--- src/inc/rre_pkg.sv ---
/*
 * constants for the return and rotate execute block: opcode patterns,
 * instruction field positions, stack depth and reset values.
 * assumes 14-bit instruction words and an 8-bit datapath.
 */
package rre_pkg;
    localparam int INSN_W = 14;
    localparam int DATA_W = 8;
    localparam int PC_W = 13;
    localparam int STACK_DEPTH = 8;
    localparam int FILE_ADDR_W = 7;

    // opcode matching: (word & mask) == pattern
    localparam logic [13:0] RET_MASK = 14'h3fff;
    localparam logic [13:0] RET_PATTERN = 14'h0008;
    localparam logic [13:0] LITRET_MASK = 14'h3c00;
    localparam logic [13:0] LITRET_PATTERN = 14'h3400;
    localparam logic [13:0] SHRC_MASK = 14'h3f00;
    localparam logic [13:0] SHRC_PATTERN = 14'h0c00;

    // instruction fields
    localparam int LIT_LSB = 0;
    localparam int FILE_LSB = 0;
    localparam int DEST_BIT = 7;
    localparam logic DEST_ACC = 1'b0;
    localparam logic DEST_FILE = 1'b1;

    // cycle counts
    localparam int BRANCH_CYCLES = 2;
    localparam int SHRC_CYCLES = 1;

    localparam logic [7:0] DATA_RST = 8'h00;
    localparam logic [12:0] PC_RST = 13'h0000;

    typedef enum logic {
        RRE_EXEC = 1'b0,
        RRE_FLUSH = 1'b1
    } rre_phase_t;
endpackage

--- src/rtl/rre_exec.sv ---
/*
 * decode and execute of subroutine return, literal return and
 * rotate-right-through-carry for an 8-bit core with 14-bit words.
 * assumes the core gives one cycleEn pulse per instruction cycle with
 * the current word, the addressed file register value and the carry
 * flag all valid in that cycle; results appear one clock later.
 */
// How it works
// - literal return writes the 8-bit immediate into the accumulator
// - literal return pops the stack and loads the program counter from it
// - literal return takes two cycles; the prefetched word is discarded
// - subroutine return pops the stack into program counter, nothing else changes
// - subroutine return takes two instruction cycles
// - rotate right: old carry into bit 7, old bit 0 into carry
// - destination bit 0 sends the result to the accumulator only
// - destination bit 1 writes the result back to the file register
// - rotate decodes a 7-bit register address and one destination bit
`timescale 1ns/100ps
module rre_exec #(
    parameter int PC_W = rre_pkg::PC_W
) (
    input wire logic clock,
    input wire logic nrst,
    input wire logic cycleEn,
    input wire logic [13:0] instrWord,
    input wire logic [7:0] fileRdData,
    input wire logic carryIn,
    input wire logic pushEn,
    input wire logic [PC_W-1:0] pushAddr,
    output logic accWrEn,
    output logic [7:0] accWrData,
    output logic fileWrEn,
    output logic [6:0] fileWrAddr,
    output logic [7:0] fileWrData,
    output logic carryWrEn,
    output logic carryWrData,
    output logic pcLoadEn,
    output logic [PC_W-1:0] pcLoadAddr,
    output logic fetchFlush,
    output logic busy
);
    typedef struct packed {
        rre_pkg::rre_phase_t phase;
        logic accWrEn;
        logic [7:0] accWrData;
        logic fileWrEn;
        logic [6:0] fileWrAddr;
        logic [7:0] fileWrData;
        logic carryWrEn;
        logic carryWrData;
        logic pcLoadEn;
        logic [PC_W-1:0] pcLoadAddr;
        logic fetchFlush;
        logic busy;
    } rre_exec_state_t;

    rre_exec_state_t s_q;
    rre_exec_state_t s_d;
    logic [PC_W-1:0] stackTop;
    logic popEn;
    logic isRet;
    logic isLitRet;
    logic isShift;
    logic [7:0] rotated;

    function automatic logic opMatch(input logic [13:0] w, input logic [13:0] mask,
                                     input logic [13:0] pattern);
        opMatch = (w & mask) == pattern;
    endfunction

    always_comb begin
        isRet = opMatch(instrWord, rre_pkg::RET_MASK, rre_pkg::RET_PATTERN);
        isLitRet = opMatch(instrWord, rre_pkg::LITRET_MASK, rre_pkg::LITRET_PATTERN);
        isShift = opMatch(instrWord, rre_pkg::SHRC_MASK, rre_pkg::SHRC_PATTERN);
    end

    // rotation through carry
    assign rotated = {carryIn, fileRdData[7:1]};

    // pops only on a decoded return in an execute cycle
    assign popEn = cycleEn && (s_q.phase == rre_pkg::RRE_EXEC)
                   && (isRet || isLitRet) && !pushEn;

    rre_stack #(
        .DEPTH(rre_pkg::STACK_DEPTH),
        .AW(PC_W)
    ) u_stack (
        .clock(clock),
        .nrst(nrst),
        .pushEn(pushEn),
        .pushAddr(pushAddr),
        .popEn(popEn),
        .stackTop(stackTop)
    );

    always_comb begin
        s_d = s_q;
        s_d.accWrEn = 1'b0;
        s_d.fileWrEn = 1'b0;
        s_d.carryWrEn = 1'b0;
        s_d.pcLoadEn = 1'b0;
        s_d.fetchFlush = 1'b0;
        if (cycleEn) begin
            unique case (s_q.phase)
                rre_pkg::RRE_EXEC: begin
                    if (isLitRet) begin
                        s_d.accWrEn = 1'b1;
                        s_d.accWrData = instrWord[rre_pkg::LIT_LSB +: 8];
                        s_d.pcLoadEn = 1'b1;
                        s_d.pcLoadAddr = stackTop;
                        s_d.phase = rre_pkg::RRE_FLUSH;
                        s_d.busy = 1'b1;
                    end else if (isRet) begin
                        s_d.pcLoadEn = 1'b1;
                        s_d.pcLoadAddr = stackTop;
                        s_d.phase = rre_pkg::RRE_FLUSH;
                        s_d.busy = 1'b1;
                    end else if (isShift) begin
                        // single cycle, carry is the only flag touched
                        s_d.carryWrEn = 1'b1;
                        s_d.carryWrData = fileRdData[0];
                        s_d.fileWrAddr = instrWord[rre_pkg::FILE_LSB +: 7];
                        if (instrWord[rre_pkg::DEST_BIT] == rre_pkg::DEST_ACC) begin
                            s_d.accWrEn = 1'b1;
                            s_d.accWrData = rotated;
                        end else begin
                            s_d.fileWrEn = 1'b1;
                            s_d.fileWrData = rotated;
                        end
                    end
                end
                rre_pkg::RRE_FLUSH: begin
                    // second cycle: the prefetched word is thrown away
                    s_d.fetchFlush = 1'b1;
                    s_d.busy = 1'b0;
                    s_d.phase = rre_pkg::RRE_EXEC;
                end
            endcase
        end
    end

    always_ff @(posedge clock) begin
        if (!nrst) begin
            s_q <= '{phase: rre_pkg::RRE_EXEC, accWrData: rre_pkg::DATA_RST,
                     fileWrData: rre_pkg::DATA_RST, default: '0};
        end else begin
            s_q <= s_d;
        end
    end

    assign accWrEn = s_q.accWrEn;
    assign accWrData = s_q.accWrData;
    assign fileWrEn = s_q.fileWrEn;
    assign fileWrAddr = s_q.fileWrAddr;
    assign fileWrData = s_q.fileWrData;
    assign carryWrEn = s_q.carryWrEn;
    assign carryWrData = s_q.carryWrData;
    assign pcLoadEn = s_q.pcLoadEn;
    assign pcLoadAddr = s_q.pcLoadAddr;
    assign fetchFlush = s_q.fetchFlush;
    assign busy = s_q.busy;
endmodule

--- src/rtl/rre_stack.sv ---
/*
 * eight-level circular return stack with push and pop.
 * assumes push and pop come from logic on the same clock and are
 * never asserted together.
 */
`timescale 1ns/100ps
module rre_stack #(
    parameter int DEPTH = rre_pkg::STACK_DEPTH,
    parameter int AW = rre_pkg::PC_W
) (
    input wire logic clock,
    input wire logic nrst,
    input wire logic pushEn,
    input wire logic [AW-1:0] pushAddr,
    input wire logic popEn,
    output logic [AW-1:0] stackTop
);
    localparam int PW = $clog2(DEPTH);

    typedef struct packed {
        logic [DEPTH-1:0][AW-1:0] mem;
        logic [PW-1:0] ptr;
    } rre_stack_state_t;

    rre_stack_state_t s_q;
    rre_stack_state_t s_d;

    // ptr names the next free slot; top is the slot below it, wrapping
    assign stackTop = s_q.mem[s_q.ptr - PW'(1)];

    always_comb begin
        s_d = s_q;
        if (pushEn) begin
            s_d.mem[s_q.ptr] = pushAddr;
            s_d.ptr = s_q.ptr + PW'(1);
        end else if (popEn) begin
            s_d.ptr = s_q.ptr - PW'(1);
        end
    end

    always_ff @(posedge clock) begin
        if (!nrst) begin
            s_q <= '0;
        end else begin
            s_q <= s_d;
        end
    end
endmodule

--- config.mk ---
export PLATFORM = sky130hd
export DESIGN_NAME = rre_exec
export DESIGN_NICKNAME = d
export VERILOG_FILES = /design/src/inc/rre_pkg.sv /design/src/rtl/rre_exec.sv /design/src/rtl/rre_stack.sv
export SDC_FILE = /design/constraint.sdc
export NUM_CORES = 1
export LEC_CHECK = 0
export BUFFER_PORTS_ARGS = -buffer_cell sky130_fd_sc_hd__buf_2
export CAP_MARGIN = 20
export CORE_MARGIN = 4
export CORE_UTILIZATION = 62
export CTS_CLUSTER_SIZE = 40
export DETAILED_ROUTE_END_ITERATION = 10
export HOLD_SLACK_MARGIN = 0.03
export PLACE_DENSITY = 0.84
export SLEW_MARGIN = 20
export SYNTH_ARGS = -nofsm -noshare
export SYNTH_HDL_FRONTEND = slang
export SYNTH_SLANG_ARGS = --single-unit
export TNS_END_PERCENT = 10
--- constraint.sdc ---
create_clock -name clock -period 5.72 [get_ports clock]
set_clock_uncertainty 0.05 [all_clocks]
set_input_delay 0.858 -clock clock [delete_from_list [all_inputs] [get_ports clock]]
set_output_delay 0.858 -clock clock [all_outputs]
set_load 0.01 [all_outputs]
==> impl_metrics.yaml, run 1 <==
timing:
  rsz0062_at_grt: "no"
  clock.fmax_mhz: 288
  setup_viol: 0
  fin_setup_tns_ns: 0
  fin_hold_ws_ns: 0.405
  period_share: 0.607
  worst_slack_ns: 2.25
  slew_violations: 0
  worstMarginPinSlew_ns: 1.25
  hold_viol_final: 0
  slew_headroom: 0.164
  period_needed_ns: 3.47
clocking:
  ctsResizeCount: 0
  clock_latency_ns: 0.54
  cts_tree: "built"
  post-cts-setup-buffers: 0
  hold_buffers: 0
  path_clk_slew_ns: 0.06
  cts_buffers: 17
  root_buffer: "clkbuf_8"
  cts.sinks: 151
  cts_buffer_depth: 2
  htree_levels: 4
die:
  fp-row-count: 37
  coreArea_sq_mm: 0.0105
  fp.dieW_um: 112
  initial_utilization: 0.645
  ios: 83
  die_y_um: 112
  dieArea_sq_mm: 0.0126
yosys:
  synth_seq_cells: 151
  avgSynthCellArea_sq_um: 8.64
  yosys_most_used_dff: "dfxtp_1"
  yosysWarnings: 0
  syn-num-nets: 823
  synthArstFlopShare: 0
  ys_seq_area_frac: 0.448
  syn_area_sq_mm: 0.00675
  syn_inst: 781
  ys_types: 49
  synth_edf_count: 0
setup_path:
  end_kind: "register"
  cp.buffers_inverters: 2
  crit_chain: "inv_1, ha_1, buf_4, mux4_2, mux2i_1, a211oi_2"
  max_stage_delay_ns: 1.03
  r2r_start: "u_stack.s_q[0]$_SDFFE_PN0P_"
  critPathArrivalTime_ns: 3.80
  required_ns: 6.05
  worst-path-max-fanout: 39
  path_class: "reg -> reg"
  start_kind: "register"
  rr_worst_depth: 6
  r2r_slack_ns: 2.25
  cp.depth: 6
  r2r_end: "pcLoadAddr[7]$_SDFFE_PN0P_"
  crit_family: "flip-flops"
  cp_slowest_cell: "dfxtp_2"
layout:
  n_antenna_cell: 0
  synthToLayoutAreaGrowth_pct: 9.55
  num-nets-final: 824
  final_util: 0.706
  fin_area_sq_mm: 0.00739
  final.fill_count: 744
  mostFrequentLayoutCell: "nand2_1"
  drive_gt1_frac: 0.213
  instances_no_fill: 931
  layout_common_cells: "nand2_1, dfxtp_1, a21oi_1, buf_2, mux4_2"
detailed_routing:
  drc: 0
  drtAntennaViolNets: 0
  drt-total-wl_um: 18300
  drt_iter0_drc: 802
  drt-pass1-iter-count: 5
  via_per_inst: 6.29
  wl_per_cell_um: 19.6
  vias: 5855
placed_design:
  place_area_sq_mm: 0.00677
  port_buffers: 82
  dp_cells: 899
  pre_cts_slack_ns: 1.92
  finalWeightedCongestion: 0.922
  dp_hpwl_um: 11800
grt:
  grt_pass1_wl_um: 28600
  grt_overflow: 0
  track_usage: 0.286
  antenna_found_initial: 0
  grt_pass1_vias: 5570
  grt_max_degree: 72
hold_path:
  hold_class: "reg -> reg"
  holdCritStartpoint: "u_stack.s_q[52]$_SDFFE_PN0P_"
  hold_depth: 2
  worstHoldEndpoint: "u_stack.s_q[52]$_SDFFE_PN0P_"
pwr:
  p_sw_frac: 0.248
  switchingPower_mw: 0.606
  p_clk_frac: 0.470
  combinationalPowerShare: 0.080
  vdd_ir_drop_max_mv: 0.178
  power_leakage_nw: 2.74
  internal_power_mw: 1.84
  power.total_mw: 2.44
  power_density_mw_per_mm2: 330
  seq_power_share: 0.450
flow_run:
  cap_viol_max_count: 0
outcome:
  outcome: "complete, no violations"
kinds of logic after synthesis:
group / count (synthesis) / share of synthesized area
flip-flops: 151 / 0.448
buffers and inverters: 109 / 0.0920
XOR/XNOR: 1 / 0.00130
AND/OR/NAND/NOR: 297 / 0.187
multiplexers: 46 / 0.116
AO/OA/AOI/OAI: 175 / 0.151
adder cells (fa/ha/maj): 2 / 0.00371
cell usage after synthesis, drive strengths merged (2+ instances only):
cell,number,share of area
inv,4,0.0022
ha,2,0.0037
and2,2,0.0019
o21ai,9,0.0067
nor3,10,0.0082
nand3,12,0.0089
and3,4,0.0037
mux2i,20,0.030
or4b,3,0.0045
or4,2,0.0028
nor2b,5,0.0046
nor2,12,0.0067
a211oi,6,0.0082
dfxtp,151,0.45
a21oi,136,0.11
or2,2,0.0019
or3,3,0.0028
mux4,26,0.087
nand2,233,0.13
o31ai,10,0.013
buf,54,0.059
clkbuf,51,0.031
nand2b,4,0.0037
a311oi,7,0.0091
o211ai,2,0.0022
how the worst max path moves through the flow:
stage,from,endpoint,slack [ns]
after global placement,instrWord[11],u_stack.s_q[1]$_SDFFE_PN0P_,2.01
after CTS,u_stack.s_q[0]$_SDFFE_PN0P_,pcLoadAddr[7]$_SDFFE_PN0P_,2.25
after detailed placement,instrWord[11],pcLoadAddr[6]$_SDFFE_PN0P_,1.92
after floorplan,u_stack.s_q[0]$_SDFFE_PN0P_,pcLoadAddr[10]$_SDFFE_PN0P_,2.82
final,u_stack.s_q[0]$_SDFFE_PN0P_,pcLoadAddr[7]$_SDFFE_PN0P_,2.25
after global routing,u_stack.s_q[0]$_SDFFE_PN0P_,pcLoadAddr[7]$_SDFFE_PN0P_,2.00
per-layer routing:
layer  vias up  global-route usage  routed length (um)
li1       2637                   -                   -
met4         0               0.119                 533
met1      2750               0.379                7020
met2       407               0.446                8410
met5         -                   0                   0
met3        61              0.0771                2300
power by group through the flow:
stage	clock (mW)	combinational, mW	sequential [mW]
2_1_floorplan	0	0.151	1.10
6_report	1.15	0.194	1.10
3_5_place_dp	0	0.189	1.12
4_1_cts	1.15	0.191	1.10
5_1_grt	1.20	0.209	1.10
3_3_place_gp	0	0.182	1.12
flip-flops by register name, summed over array words and instances, names as in the netlist:
signal and flops:
accWrEn 1, pcLoadAddr 13, fileWrAddr 7, busy 1, carryWrData 1, s_q 1, pcLoadEn 1, fileWrEn 1
u_stack.s_q 107, fetchFlush 1, carryWrEn 1, accWrData 8, fileWrData 8
worst min-delay path, stage by stage (launching register included):
cell and delay [ns]:
dfxtp_1 0.31, nand2_1 0.05, a21oi_1 0.05
area by class of cell:
class / count / area, sq um / share of cell area
multi-input cells: 521 / 3120 / 0.422
flip-flops and latches: 151 / 3020 / 0.409
repair buffers: 87 / 448 / 0.0606
clock buffers: 19 / 442 / 0.0598
clock inverters: 13 / 170 / 0.0230
well taps: 136 / 170 / 0.0230
inverters: 4 / 16.3 / 0.00220
Note: power is estimated with default switching activity, not from simulation.
==> run 2, diff against run 1 <==
--- a/config.mk
+++ b/config.mk
@@ -8,11 +8,11 @@
 export BUFFER_PORTS_ARGS = -buffer_cell sky130_fd_sc_hd__buf_2
 export CAP_MARGIN = 20
 export CORE_MARGIN = 4
-export CORE_UTILIZATION = 62
+export CORE_UTILIZATION = 58
 export CTS_CLUSTER_SIZE = 40
 export DETAILED_ROUTE_END_ITERATION = 10
 export HOLD_SLACK_MARGIN = 0.03
-export PLACE_DENSITY = 0.84
+export PLACE_DENSITY = 0.8
 export SLEW_MARGIN = 20
 export SYNTH_ARGS = -nofsm -noshare
 export SYNTH_HDL_FRONTEND = slang
==> constraint.sdc (replaced) <==
create_clock -name clock -period 3.5 [get_ports clock]
set_clock_uncertainty 0.05 [all_clocks]
set_input_delay 0.525 -clock clock [delete_from_list [all_inputs] [get_ports clock]]
set_output_delay 0.525 -clock clock [all_outputs]
set_load 0.01 [all_outputs]
==> run 2 against run 1 <==
Global-route usage shrank 3.3 points. Sequential power grew 61%. Highest routed layer unchanged. Critical path depth is 1 lower. Die area is 6.4% higher. Sequential share of layout area fell by 0.58 points. Flip-flop and latch count unchanged. Register-to-register slack lost 1.2 ns. Total power grew 66%. First-iteration DRC count fell by 35%. Core utilization down 5.0 points. Critical endpoint is now u_stack.s_q[1]$_SDFFE_PN0P_. Cell count is 2.0% higher. Final area is 1.4% higher.
==> impl_metrics.yaml, run 2 (same netlist as run 1, synthesis figures left out) <==
die:
  die_y_um: 116
  fp.dieW_um: 116
  dieArea_sq_mm: 0.0134
  fp-row-count: 39
  initial_utilization: 0.591
  ios: 83
  coreArea_sq_mm: 0.0114
clocking:
  cts_buffer_depth: 2
  clock_latency_ns: 0.42
  ctsResizeCount: 0
  cts_tree: "built"
  cts.sinks: 151
  path_clk_slew_ns: 0.06
  root_buffer: "clkbuf_16"
  post-cts-setup-buffers: 0
  htree_levels: 4
  cts_buffers: 17
  hold_buffers: 0
placed_design:
  port_buffers: 82
  dp_hpwl_um: 10800
  pre_cts_slack_ns: 0.710
  place_area_sq_mm: 0.00686
  finalWeightedCongestion: 0.910
layout:
  num-nets-final: 836
  layout_common_cells: "nand2_1, dfxtp_1, a21oi_1, buf_2, mux4_2"
  regMostFlops: "u_stack.s_q"
  mostFrequentLayoutCell: "nand2_1"
  largest_reg_flops: 107
  multi_input_area_sq_mm: 0.00311
  regArea_sq_mm: 0.00302
  drive_gt1_frac: 0.216
  synthToLayoutAreaGrowth_pct: 11.1
  n_antenna_cell: 0
  fin_area_sq_mm: 0.00750
  final.fill_count: 882
timing:
  period_share: 0.696
  period_needed_ns: 2.44
  fin_setup_tns_ns: 0
  slew_violations: 0
  hold_viol_final: 0
  setup_viol: 0
  worst_slack_ns: 1.06
  clock.fmax_mhz: 410
  rsz0062_at_grt: "no"
  worstMarginPinSlew_ns: 0.992
  slew_headroom: 0.335
grt:
  grt_pass1_wl_um: 26500
  track_usage: 0.254
  antenna_found_initial: 0
  grt_pass1_vias: 5316
  grt_max_degree: 47
  grt_overflow: 0
setup_path:
  start_kind: "register"
  critPathArrivalTime_ns: 2.75
  required_ns: 3.81
  path_class: "reg -> reg"
  rr_worst_depth: 5
  end_kind: "register"
  worst-path-max-fanout: 17
detailed_routing:
  via_per_inst: 5.88
  vias: 5587
  drt-pass1-iter-count: 6
  drt-total-wl_um: 16500
  drt_iter0_drc: 522
  drtAntennaViolNets: 0
  wl_per_cell_um: 17.4
  drc: 0
flow_run:
  cap_viol_max_count: 0
pwr:
  power_leakage_nw: 2.83
  power.total_mw: 4.05
  vdd_ir_drop_max_mv: 0.462
  power_density_mw_per_mm2: 540
hold_path:
  hold_class: "in -> reg"
  hold_depth: 3
outcome:
  outcome: "complete, no violations"
==> run 2: final cells by class <==
class / instances / area share
clock buffer: 24 / 0.0656
clock inverter: 8 / 0.0190
inverter: 4 / 0.00217
multi-input combinational: 521 / 0.414
sequential: 151 / 0.403
tap: 143 / 0.0239
timing repair buffer: 99 / 0.0718
==> run 2: stage by stage <==
stage / hold WS [ns] / instances / utilization
5_1_grt: 0.310 / 950 / 0.657
6_report: 0.307 / 950 / 0.657
3_3_place_gp: 0.388 / 918 / 0.601
3_5_place_dp: 0.394 / 918 / 0.601
4_1_cts: 0.295 / 950 / 0.656
2_1_floorplan: 0.383 / 781 / -
==> run 2: power breakdown <==
group	switching [mW]	total, mW	leakage [nW]	internal (mW)
combinational	0.214	0.336	1.30	0.122
clock	0.676	1.94	0.310	1.27
sequential	0.0203	1.77	1.22	1.75
total	0.911	4.05	2.83	3.14
==> run 2: path summary, 6_finish.rpt <==
check | end | slack, ns | startpoint
setup reg to reg | u_stack.s_q[1]$_SDFFE_PN0P_ | 1.06 | s_q[43]$_SDFFE_PN0P_
hold / removal | carryWrData$_SDFFE_PN0P_ | 0.31 | fileRdData[0]
setup / recovery | u_stack.s_q[1]$_SDFFE_PN0P_ | 1.06 | s_q[43]$_SDFFE_PN0P_
hold reg to reg | u_stack.s_q[87]$_SDFFE_PN0P_ | 0.40 | u_stack.s_q[87]$_SDFFE_PN0P_
==> run 2: worst max-delay path, cell delays in order (launching register included) <==
cell	delay [ns]
dfxtp_1	0.34
or4b_2	0.68
nor4_4	0.16
buf_4	0.25
or2_1	0.61
a311o_1	0.28
==> run 2: routing by layer <==
metal  share of wire  vias to the layer above  track usage  routed length, um
met4           0.016                        0       0.0820                269
met1            0.41                     2638        0.337               6730
li1                -                     2657            -                  -
met3           0.088                       33       0.0710               1460
met2            0.49                      259        0.402               8070
met5               0                        -            0                  0
